[src/logic/dacc_cfg.svh]
// constants of the accumulator datapath
`ifndef DACC_CFG_SVH
`define DACC_CFG_SVH
`define DACC_W 40
`define DACC_MSB 39
`define DACC_GUARD_LO 32
`define DACC_HI_MSB 31
`define DACC_HI_LSB 16
`define DACC_LO_MSB 15
`define DACC_POS40 40'h7FFFFFFFFF
`define DACC_NEG40 40'h8000000000
`define DACC_POS32 40'h007FFFFFFF
`define DACC_NEG32 40'h0080000000
`define DACC_HALF 16'h8000
`define DACC_WPOS 16'h7FFF
`define DACC_WNEG 16'h8000
`define DACC_PTR_STEP 16'h0002
`define DACC_APB_CTL 12'h000
`define DACC_APB_TRAP 12'h004
`define DACC_APB_STAT 12'h008
`define DACC_APB_ACCA_L 12'h00C
`define DACC_APB_ACCA_H 12'h010
`define DACC_APB_ACCB_L 12'h014
`define DACC_APB_ACCB_H 12'h018
`define DACC_APB_WBPTR 12'h01C
`define DACC_APB_WBDATA 12'h020
`define DACC_CTL_RND 1
`define DACC_CTL_ACCSEL 4
`define DACC_CTL_STCLIP 5
`define DACC_CTL_CLIPA 6
`define DACC_CTL_CLIPB 7
`define DACC_CTL_RST 8'h01
`endif

[src/logic/dacc_pkg.sv]
// types of the accumulator datapath
package dacc_pkg;
  typedef logic [39:0] dacc_acc_t;
  typedef enum logic [3:0] {
    DACC_OP_NONE = 4'h1,
    DACC_OP_ADD = 4'h2,
    DACC_OP_SUB = 4'h4,
    DACC_OP_LOAD = 4'h8
  } dacc_op_e;
  typedef enum logic [1:0] {
    DACC_WB_DIRECT = 2'h1,
    DACC_WB_POSTINC = 2'h2
  } dacc_wb_e;
endpackage

[src/logic/dacc_bus_if.sv]
// store path signals between the accumulator core and its store unit
`timescale 1ns/10ps
interface dacc_bus_if;
  logic [39:0] src;
  logic round_en;
  logic conv_sel;
  logic clip_en;
  logic [15:0] data;
  modport core (output src, output round_en, output conv_sel, output clip_en, input data);
  modport store (input src, input round_en, input conv_sel, input clip_en, output data);
endinterface

[src/logic/dacc_store.sv]
// rounding and data write clipping of an accumulator word
`timescale 1ns/10ps
`include "dacc_cfg.svh"
module dacc_store (
  input wire logic pclk,
  input wire logic presetn,
  dacc_bus_if.store sb
);
  import dacc_pkg::*;
  // ----------------------------------------
  // round
  // ----------------------------------------
  wire [15:0] lo_word = sb.src[`DACC_LO_MSB:0];
  wire lo_half = lo_word[`DACC_LO_MSB];
  wire tie = (lo_word == `DACC_HALF);
  wire bump_conv = lo_half & ~(tie & ~sb.src[`DACC_HI_LSB]);
  wire bump = sb.round_en & (sb.conv_sel ? lo_half : bump_conv);
  wire [24:0] up_word = {1'b0, sb.src[`DACC_MSB:`DACC_HI_LSB]} + {24'h000000, bump};
  // ----------------------------------------
  // clip
  // ----------------------------------------
  wire sgn = sb.src[`DACC_MSB];
  wire over_pos = ~sgn & (up_word[23:15] != 9'h000);
  wire over_neg = sgn & (up_word[23:15] != 9'h1FF);
  wire [15:0] clipped = over_pos ? `DACC_WPOS : (over_neg ? `DACC_WNEG : up_word[15:0]);
  wire [15:0] word_next = sb.clip_en ? clipped : up_word[15:0];
  logic [15:0] word_reg;
  always_ff @(posedge pclk or negedge presetn) begin
    if (!presetn) begin
      word_reg <= 16'h0000;
    end else begin
      word_reg <= word_next;
    end
  end
  assign sb.data = word_reg;
endmodule

[src/logic/dacc_top.sv]
// accumulator datapath with saturation, rounding and write-back
//
// The APB register port and the register offsets were decided locally.
`timescale 1ns/10ps
`include "dacc_cfg.svh"
module dacc_top (
  input wire logic pclk,
  input wire logic presetn,
  input wire logic psel,
  input wire logic penable,
  input wire logic pwrite,
  input wire logic [11:0] paddr,
  input wire logic [31:0] pwdata,
  output logic [31:0] prdata,
  output logic pready,
  output logic pslverr,
  input wire logic op_valid,
  input wire dacc_pkg::dacc_op_e op_code,
  input wire logic op_target_b,
  input wire logic op_zero_acc,
  input wire logic [39:0] op_operand,
  input wire logic op_writeback,
  input wire dacc_pkg::dacc_wb_e op_wb_mode,
  input wire logic store_valid,
  input wire logic store_src_b,
  input wire logic store_rounded,
  output logic xbus_wr,
  output logic [15:0] xbus_addr,
  output logic [15:0] xbus_wdata,
  output logic arith_trap_req
);
  import dacc_pkg::*;
  // ----------------------------------------
  // register file
  // ----------------------------------------
  logic [7:0] ctl_reg;
  logic [2:0] trap_en_reg;
  logic [39:0] acc_a_reg;
  logic [39:0] acc_b_reg;
  logic [15:0] wbptr_reg;
  logic first_acc_clip_flag;
  logic second_acc_clip_flag;
  logic first_acc_guard_ovf;
  logic second_acc_guard_ovf;
  wire apb_wr = psel & penable & pwrite;
  wire clip_width_sel = ctl_reg[`DACC_CTL_ACCSEL];
  wire store_clip_en = ctl_reg[`DACC_CTL_STCLIP];
  wire round_style_sel = ctl_reg[`DACC_CTL_RND];
  wire first_acc_clip_en = ctl_reg[`DACC_CTL_CLIPA];
  wire second_acc_clip_en = ctl_reg[`DACC_CTL_CLIPB];
  wire first_guard_trap_en = trap_en_reg[0];
  wire second_guard_trap_en = trap_en_reg[1];
  wire sign_loss_trap_en = trap_en_reg[2];
  wire either_guard_ovf = first_acc_guard_ovf | second_acc_guard_ovf;
  wire either_clip_flag = first_acc_clip_flag | second_acc_clip_flag;
  // ----------------------------------------
  // adder
  // ----------------------------------------
  wire adder_op = op_valid & ((op_code == DACC_OP_ADD) | (op_code == DACC_OP_SUB));
  wire load_op = op_valid & (op_code == DACC_OP_LOAD);
  wire is_sub = (op_code == DACC_OP_SUB);
  wire [39:0] acc_src = op_target_b ? acc_b_reg : acc_a_reg;
  wire [39:0] lhs = op_zero_acc ? 40'h0000000000 : acc_src;
  wire [39:0] rhs = is_sub ? ~op_operand : op_operand;
  wire [40:0] sum = {1'b0, lhs} + {1'b0, rhs} + {40'h0000000000, is_sub};
  wire [39:0] raw = sum[39:0];
  // true sign from the pre-overflow operands and the carry
  wire true_neg = lhs[`DACC_MSB] ^ rhs[`DACC_MSB] ^ sum[40];
  wire ovf39 = (lhs[`DACC_MSB] == rhs[`DACC_MSB]) & (raw[`DACC_MSB] != lhs[`DACC_MSB]);
  wire guard_diff = ~((&raw[`DACC_MSB:`DACC_GUARD_LO]) | ~(|raw[`DACC_MSB:`DACC_GUARD_LO]));
  // 1.31 range check takes bit 31 in as well
  wire top9_diff = ~((&raw[`DACC_MSB:`DACC_HI_MSB]) | ~(|raw[`DACC_MSB:`DACC_HI_MSB]));
  wire ovf31 = top9_diff | ovf39;
  wire clip_en_t = op_target_b ? second_acc_clip_en : first_acc_clip_en;
  // ----------------------------------------
  // saturation decision
  // ----------------------------------------
  wire sat40 = clip_en_t & clip_width_sel & ovf39;
  wire sat32 = clip_en_t & ~clip_width_sel & ovf31;
  wire [39:0] lim40 = true_neg ? `DACC_NEG40 : `DACC_POS40;
  wire [39:0] lim32 = true_neg ? `DACC_NEG32 : `DACC_POS32;
  wire [39:0] result = sat40 ? lim40 : (sat32 ? lim32 : raw);
  // clip flag source: range overflow when clipping, bit 39 otherwise
  wire clip_evt = clip_en_t ? (sat40 | sat32) : ovf39;
  // 1.31 clipping keeps guard bits unused
  wire guard_new = (clip_en_t & ~clip_width_sel) ? 1'b0 : guard_diff;
  // ----------------------------------------
  // write-back and store
  // ----------------------------------------
  dacc_bus_if sbus ();
  wire wb_go = adder_op & op_writeback;
  wire [39:0] other_acc = op_target_b ? acc_a_reg : acc_b_reg;
  assign sbus.src = wb_go ? other_acc : (store_src_b ? acc_b_reg : acc_a_reg);
  assign sbus.round_en = wb_go | store_rounded;
  assign sbus.conv_sel = round_style_sel;
  assign sbus.clip_en = store_clip_en;
  dacc_store u_store (
    .pclk(pclk),
    .presetn(presetn),
    .sb(sbus)
  );
  logic wr_pend_reg;
  logic wr_ptr_reg;
  logic [15:0] wr_addr_reg;
  wire sw_ptr_wr = apb_wr & (paddr == `DACC_APB_WBPTR);
  wire wb_direct = wb_go & (op_wb_mode == DACC_WB_DIRECT);
  wire wb_post = wb_go & (op_wb_mode == DACC_WB_POSTINC);
  always_ff @(posedge pclk or negedge presetn) begin
    if (!presetn) begin
      wr_pend_reg <= 1'b0;
      wr_ptr_reg <= 1'b0;
      wr_addr_reg <= 16'h0000;
    end else begin
      wr_pend_reg <= wb_post | (store_valid & ~wb_go);
      wr_ptr_reg <= wb_direct;
      wr_addr_reg <= wbptr_reg;
    end
  end
  wire [15:0] ptr_inc = wbptr_reg + `DACC_PTR_STEP;
  // direct mode lands the word in the pointer itself
  wire [15:0] wbptr_next = wr_ptr_reg ? sbus.data :
    (wb_post ? ptr_inc : (sw_ptr_wr ? pwdata[15:0] : wbptr_reg));
  assign xbus_wr = wr_pend_reg;
  assign xbus_addr = wr_addr_reg;
  assign xbus_wdata = sbus.data;
  // ----------------------------------------
  // flags and traps
  // ----------------------------------------
  wire stat_wr = apb_wr & (paddr == `DACC_APB_STAT);
  wire set_a = adder_op & ~op_target_b & clip_evt;
  wire set_b = adder_op & op_target_b & clip_evt;
  // set wins over a software clear in the same cycle
  wire clip_a_next = set_a | (first_acc_clip_flag & ~(stat_wr & pwdata[2]));
  wire clip_b_next = set_b | (second_acc_clip_flag & ~(stat_wr & pwdata[3]));
  wire guard_a_next = (adder_op & ~op_target_b) ? guard_new : first_acc_guard_ovf;
  wire guard_b_next = (adder_op & op_target_b) ? guard_new : second_acc_guard_ovf;
  wire trap_guard = (first_acc_guard_ovf & first_guard_trap_en)
    | (second_acc_guard_ovf & second_guard_trap_en);
  wire trap_loss = sign_loss_trap_en & ((first_acc_clip_flag & ~first_acc_clip_en)
    | (second_acc_clip_flag & ~second_acc_clip_en));
  wire [39:0] acc_new = load_op ? op_operand : result;
  wire upd_a = (adder_op | load_op) & ~op_target_b;
  wire upd_b = (adder_op | load_op) & op_target_b;
  always_ff @(posedge pclk or negedge presetn) begin
    if (!presetn) begin
      ctl_reg <= `DACC_CTL_RST;
      trap_en_reg <= 3'h0;
      acc_a_reg <= 40'h0000000000;
      acc_b_reg <= 40'h0000000000;
      wbptr_reg <= 16'h0000;
      first_acc_clip_flag <= 1'b0;
      second_acc_clip_flag <= 1'b0;
      first_acc_guard_ovf <= 1'b0;
      second_acc_guard_ovf <= 1'b0;
      arith_trap_req <= 1'b0;
    end else begin
      if (apb_wr & (paddr == `DACC_APB_CTL)) begin
        ctl_reg <= pwdata[7:0];
      end
      if (apb_wr & (paddr == `DACC_APB_TRAP)) begin
        trap_en_reg <= pwdata[2:0];
      end
      if (upd_a) begin
        acc_a_reg <= acc_new;
      end
      if (upd_b) begin
        acc_b_reg <= acc_new;
      end
      wbptr_reg <= wbptr_next;
      first_acc_clip_flag <= clip_a_next;
      second_acc_clip_flag <= clip_b_next;
      first_acc_guard_ovf <= guard_a_next;
      second_acc_guard_ovf <= guard_b_next;
      arith_trap_req <= trap_guard | trap_loss;
    end
  end
  // ----------------------------------------
  // apb read
  // ----------------------------------------
  wire [31:0] stat_word = {26'h0000000, either_clip_flag, either_guard_ovf,
    second_acc_clip_flag, first_acc_clip_flag, second_acc_guard_ovf, first_acc_guard_ovf};
  wire [31:0] rd_mux =
    (paddr == `DACC_APB_CTL) ? {24'h000000, ctl_reg} :
    (paddr == `DACC_APB_TRAP) ? {29'h00000000, trap_en_reg} :
    (paddr == `DACC_APB_STAT) ? stat_word :
    (paddr == `DACC_APB_ACCA_L) ? acc_a_reg[31:0] :
    (paddr == `DACC_APB_ACCA_H) ? {24'h000000, acc_a_reg[39:32]} :
    (paddr == `DACC_APB_ACCB_L) ? acc_b_reg[31:0] :
    (paddr == `DACC_APB_ACCB_H) ? {24'h000000, acc_b_reg[39:32]} :
    (paddr == `DACC_APB_WBPTR) ? {16'h0000, wbptr_reg} :
    (paddr == `DACC_APB_WBDATA) ? {16'h0000, sbus.data} : 32'h00000000;
  wire addr_ok = (paddr == `DACC_APB_CTL) | (paddr == `DACC_APB_TRAP)
    | (paddr == `DACC_APB_STAT) | (paddr == `DACC_APB_ACCA_L) | (paddr == `DACC_APB_ACCA_H)
    | (paddr == `DACC_APB_ACCB_L) | (paddr == `DACC_APB_ACCB_H)
    | (paddr == `DACC_APB_WBPTR) | (paddr == `DACC_APB_WBDATA);
  always_ff @(posedge pclk or negedge presetn) begin
    if (!presetn) begin
      prdata <= 32'h00000000;
    end else if (psel & ~penable & ~pwrite) begin
      prdata <= rd_mux;
    end
  end
  assign pready = 1'b1;
  assign pslverr = psel & penable & ~addr_ok;
endmodule

[config.mk]
export PLATFORM = sky130hd
export DESIGN_NAME = dacc_top
export DESIGN_NICKNAME = d
export VERILOG_FILES = /design/src/logic/dacc_pkg.sv /design/src/logic/dacc_bus_if.sv /design/src/logic/dacc_store.sv /design/src/logic/dacc_top.sv
export VERILOG_INCLUDE_DIRS = /design/src /design/src/logic
export SDC_FILE = /design/constraint.sdc
export NUM_CORES = 1
export LEC_CHECK = 0
export ABC_AREA = 1
export BUFFER_PORTS_ARGS = -buffer_cell sky130_fd_sc_hd__buf_2
export CAP_MARGIN = 10
export CORE_ASPECT_RATIO = 0.7
export CORE_UTILIZATION = 30
export CTS_CLUSTER_DIAMETER = 60
export DETAILED_ROUTE_END_ITERATION = 8
export PLACE_DENSITY = 0.47
export SLEW_MARGIN = 20
export SYNTH_ARGS = -nofsm -noshare
export SYNTH_HDL_FRONTEND = slang
export SYNTH_HIERARCHICAL = 1
export SYNTH_SLANG_ARGS = --single-unit
[constraint.sdc]
create_clock -name pclk -period 5.7 [get_ports pclk]
set_input_delay 1.14 -clock pclk [delete_from_list [all_inputs] [get_ports pclk]]
set_output_delay 1.14 -clock pclk [all_outputs]
set_load 0.005 [all_outputs]
==> impl_metrics.tcl <==
set metrics [dict create \
    drt-initial-drc-count 1473 \
    fillCellCount 5495 \
    min_to "xbus_addr[0]" \
    die_area_sq_um 51000 \
    netlist_instances 2319 \
    cts.htree.levels 4 \
    via_count 15664 \
    synth_warnings 6 \
    worst-slew-pin-transition_ps 1080 \
    io_buffers 152 \
    globalRouteTotalUtil 0.232 \
    end_kind "flip-flop" \
    antenna_found_initial 0 \
    drc 0 \
    synthArstFlopShare 1.00 \
    min_period_over_period 0.870 \
    syn_area_sq_um 15000 \
    ys_seq_elements 178 \
    seqPwrFrac 0.360 \
    fin_util 0.346 \
    synth-main-ff-cell "dfrtp_1" \
    nNetsFinal 2572 \
    setup_ws_ps 741 \
    initial_core_util 0.304 \
    slew_viol_final 0 \
    cts_sinks 178 \
    clock_latency_ps 460 \
    cp_max_fo 30 \
    setup_viol 0 \
    skew_ps 14.8 \
    cts_buffer_depth 2 \
    drt_wl_total_microns 58600 \
    die_height_microns 189 \
    hold_slack_ps 386 \
    grt_max_degree 85 \
    viasPerCell 5.04 \
    crit_type "input pin to flip-flop" \
    hold_viol_final 0 \
    die_x_microns 269 \
    hold_buffers 0 \
    internal-power_w 0.00296 \
    crit_arrival_ps 5300 \
    min_path_cells 0 \
    worstReg2RegEnd "acc_a_reg[2]" \
    hpwlAfterDp_microns 47900 \
    power_density_nw_per_um2 319 \
    p_sw_frac 0.456 \
    combPwrFrac 0.423 \
    tns_ps 0 \
    diodes 0 \
    grt_setup_unrepaired "false" \
    synth-seq-area-share 0.297 \
    holdCritPathClass "flip-flop to flip-flop" \
    timing.rr.start "acc_a_reg[34]" \
    status "finished, final reports clean" \
    pwr-share-clk 0.217 \
    fmaxAchievable_mhz 202 \
    core_area_sq_um 49300 \
    numCtsBuffers 17 \
    rows 68 \
    path_clk_slew_ps 70 \
    drive_gt1_frac 0.136 \
    drt-pass1-iter-count 5 \
    cap_violations 0 \
    place_ws_ps 322 \
    grt_pass1_wl_microns 90200 \
    area_growth_pct 13.6 \
    grt_overflow 0 \
    num_io_pins 170 \
    r2r_slack_ps 1600 \
    cts_tree "yes" \
    avgSynthCellArea_sq_um 6.48 \
    wl_per_cell_microns 18.9 \
    max-slew-margin-rel 0.281 \
    synth-edff-count 0 \
    synth_nets 2464 \
    power.leakage_nw 8.79 \
    cts-root-buf "clkbuf_16" \
    yosysUniqueCellTypes 61 \
    min_from "wbptr_reg[0]" \
    critPathLaunchType "input pin" \
    cp.required_ps 6040 \
    first_global_vias 14726 \
    cts_resized 0 \
    ir_drop_mv 0.128 \
    antenna_left 0 \
    min_period_ps 4960 \
    power_switching_w 0.00248 \
    finalPower_w 0.00545 \
    gp_congestion 0.934 \
    r2r_cells 21 \
    post-cts-setup-buffer-count 0 \
]
==> critical path: stages <==
cell and delay, ps:
buf_2 110, nor2_1 140, nand3_2 120, o21ai_0 120, nand3_1 360, inv_2 490, o21ai_0 170, nor4_1 560
nand3b_1 260, nand3_1 130, inv_1 60, ha_1 200, ha_1 210, nand2_1 120, nor2_4 80, nand3_1 160
nor2_1 60, nand2_1 50, nand2_1 100, nor2_1 100, nand2_1 60, nor2_1 100, nand2_1 90, nand2_4 210
nand2_1 90
==> cells by family after synthesis <==
logic type / count (synthesis) / synth area share
simple gates: 1166 / 0.339
compound gates: 428 / 0.165
buf+inv: 411 / 0.108
flops: 178 / 0.297
xor+xnor: 89 / 0.0519
fa+ha+maj: 43 / 0.0363
mux: 3 / 0.00217
other cells: 1 / 0.000250
==> synthesized netlist by cell type (all sizes together) (2+ instances only) <==
library cell | n | area [sq um]
a32oi | 2 | 17.5
nor3 | 20 | 110
nand2 | 756 | 2960
and3 | 2 | 12.5
nand4 | 40 | 263
buf | 31 | 193
o31ai | 3 | 22.5
nor2 | 156 | 653
ha | 42 | 526
a22oi | 2 | 15.0
a31oi | 10 | 62.6
a2bb2oi | 4 | 35.0
inv | 306 | 1150
nand3 | 172 | 961
xnor2 | 22 | 193
o21ai | 190 | 951
o21bai | 5 | 37.5
mux2 | 2 | 22.5
a211oi | 6 | 45.0
o2111ai | 3 | 26.3
or2 | 4 | 25.0
nor4 | 6 | 37.5
a21oi | 97 | 485
clkbuf | 66 | 248
nand3b | 7 | 52.6
o221ai | 3 | 26.3
dlygate4sd1 | 2 | 17.5
o211ai | 43 | 323
xor2 | 67 | 587
o21a | 2 | 15.0
and2 | 3 | 21.3
o22ai | 35 | 219
clkinv | 6 | 22.5
dfrtp | 177 | 4430
a221oi | 19 | 166
==> per-layer routing <==
metal	track usage	up-vias	routed length (microns)
li1	-	7771	-
met1	0.350	7448	30100
met2	0.352	399	25000
met3	0.0307	46	2860
met4	0.0363	0	674
met5	0	-	0
==> worst max-delay path by stage <==
stage	startpoint	endpoint	slack (ps)	cells after the start
finish	op_code[1]	u_store/sb.data[0]	740	25
global placement	op_code[1]	u_store/sb.data[4]	370	27
floorplan	op_code[3]	acc_a_reg[21]	1090	27
global route	op_target_b	acc_a_reg[2]	340	23
detailed placement	op_code[1]	u_store/sb.data[0]	320	27
CTS	op_code[1]	u_store/sb.data[0]	790	27
==> power groups by stage <==
stage | Clock (W) | Sequential (W) | Combinational [W]
2_1_floorplan | 0 | 0.00182 | 0.00158
3_3_place_gp | 0 | 0.00197 | 0.00226
3_5_place_dp | 0 | 0.00198 | 0.00229
4_1_cts | 0.00119 | 0.00196 | 0.00230
5_1_grt | 0.00125 | 0.00200 | 0.00260
6_report | 0.00118 | 0.00196 | 0.00230
==> layout make-up <==
cell class              instances  area (sq um)  area share
clock inverters                15           143     0.00836
well taps                     665           832      0.0488
inverters                     312          1170      0.0686
flip-flops and latches        178          4460       0.261
multi-input cells            1730          8940       0.524
clock buffers                  17           425      0.0249
repair buffers                188          1090      0.0640
==> placed cells by master, fill, tap and decap left out, types with 38 or more instances in the layout <==
cell and instances:
o21ai_0 183, buf_2 150, inv_1 288, nand3_1 154, nand2_1 713, o211ai_1 43
nand2_2 41, xor2_1 67, ha_1 42, a21oi_1 97, nand4_1 38, dfrtp_1 177
nor2_1 137
==> stage by stage <==
stage               cell area [sq um]  cells
finish                          17100   3105
global route                    17100   3105
CTS                             17100   3105
detailed placement              16500   3073
global placement                16500   3073
floorplan                       15000   2319
No activity file was read; power rests on OpenSTA's default activity.
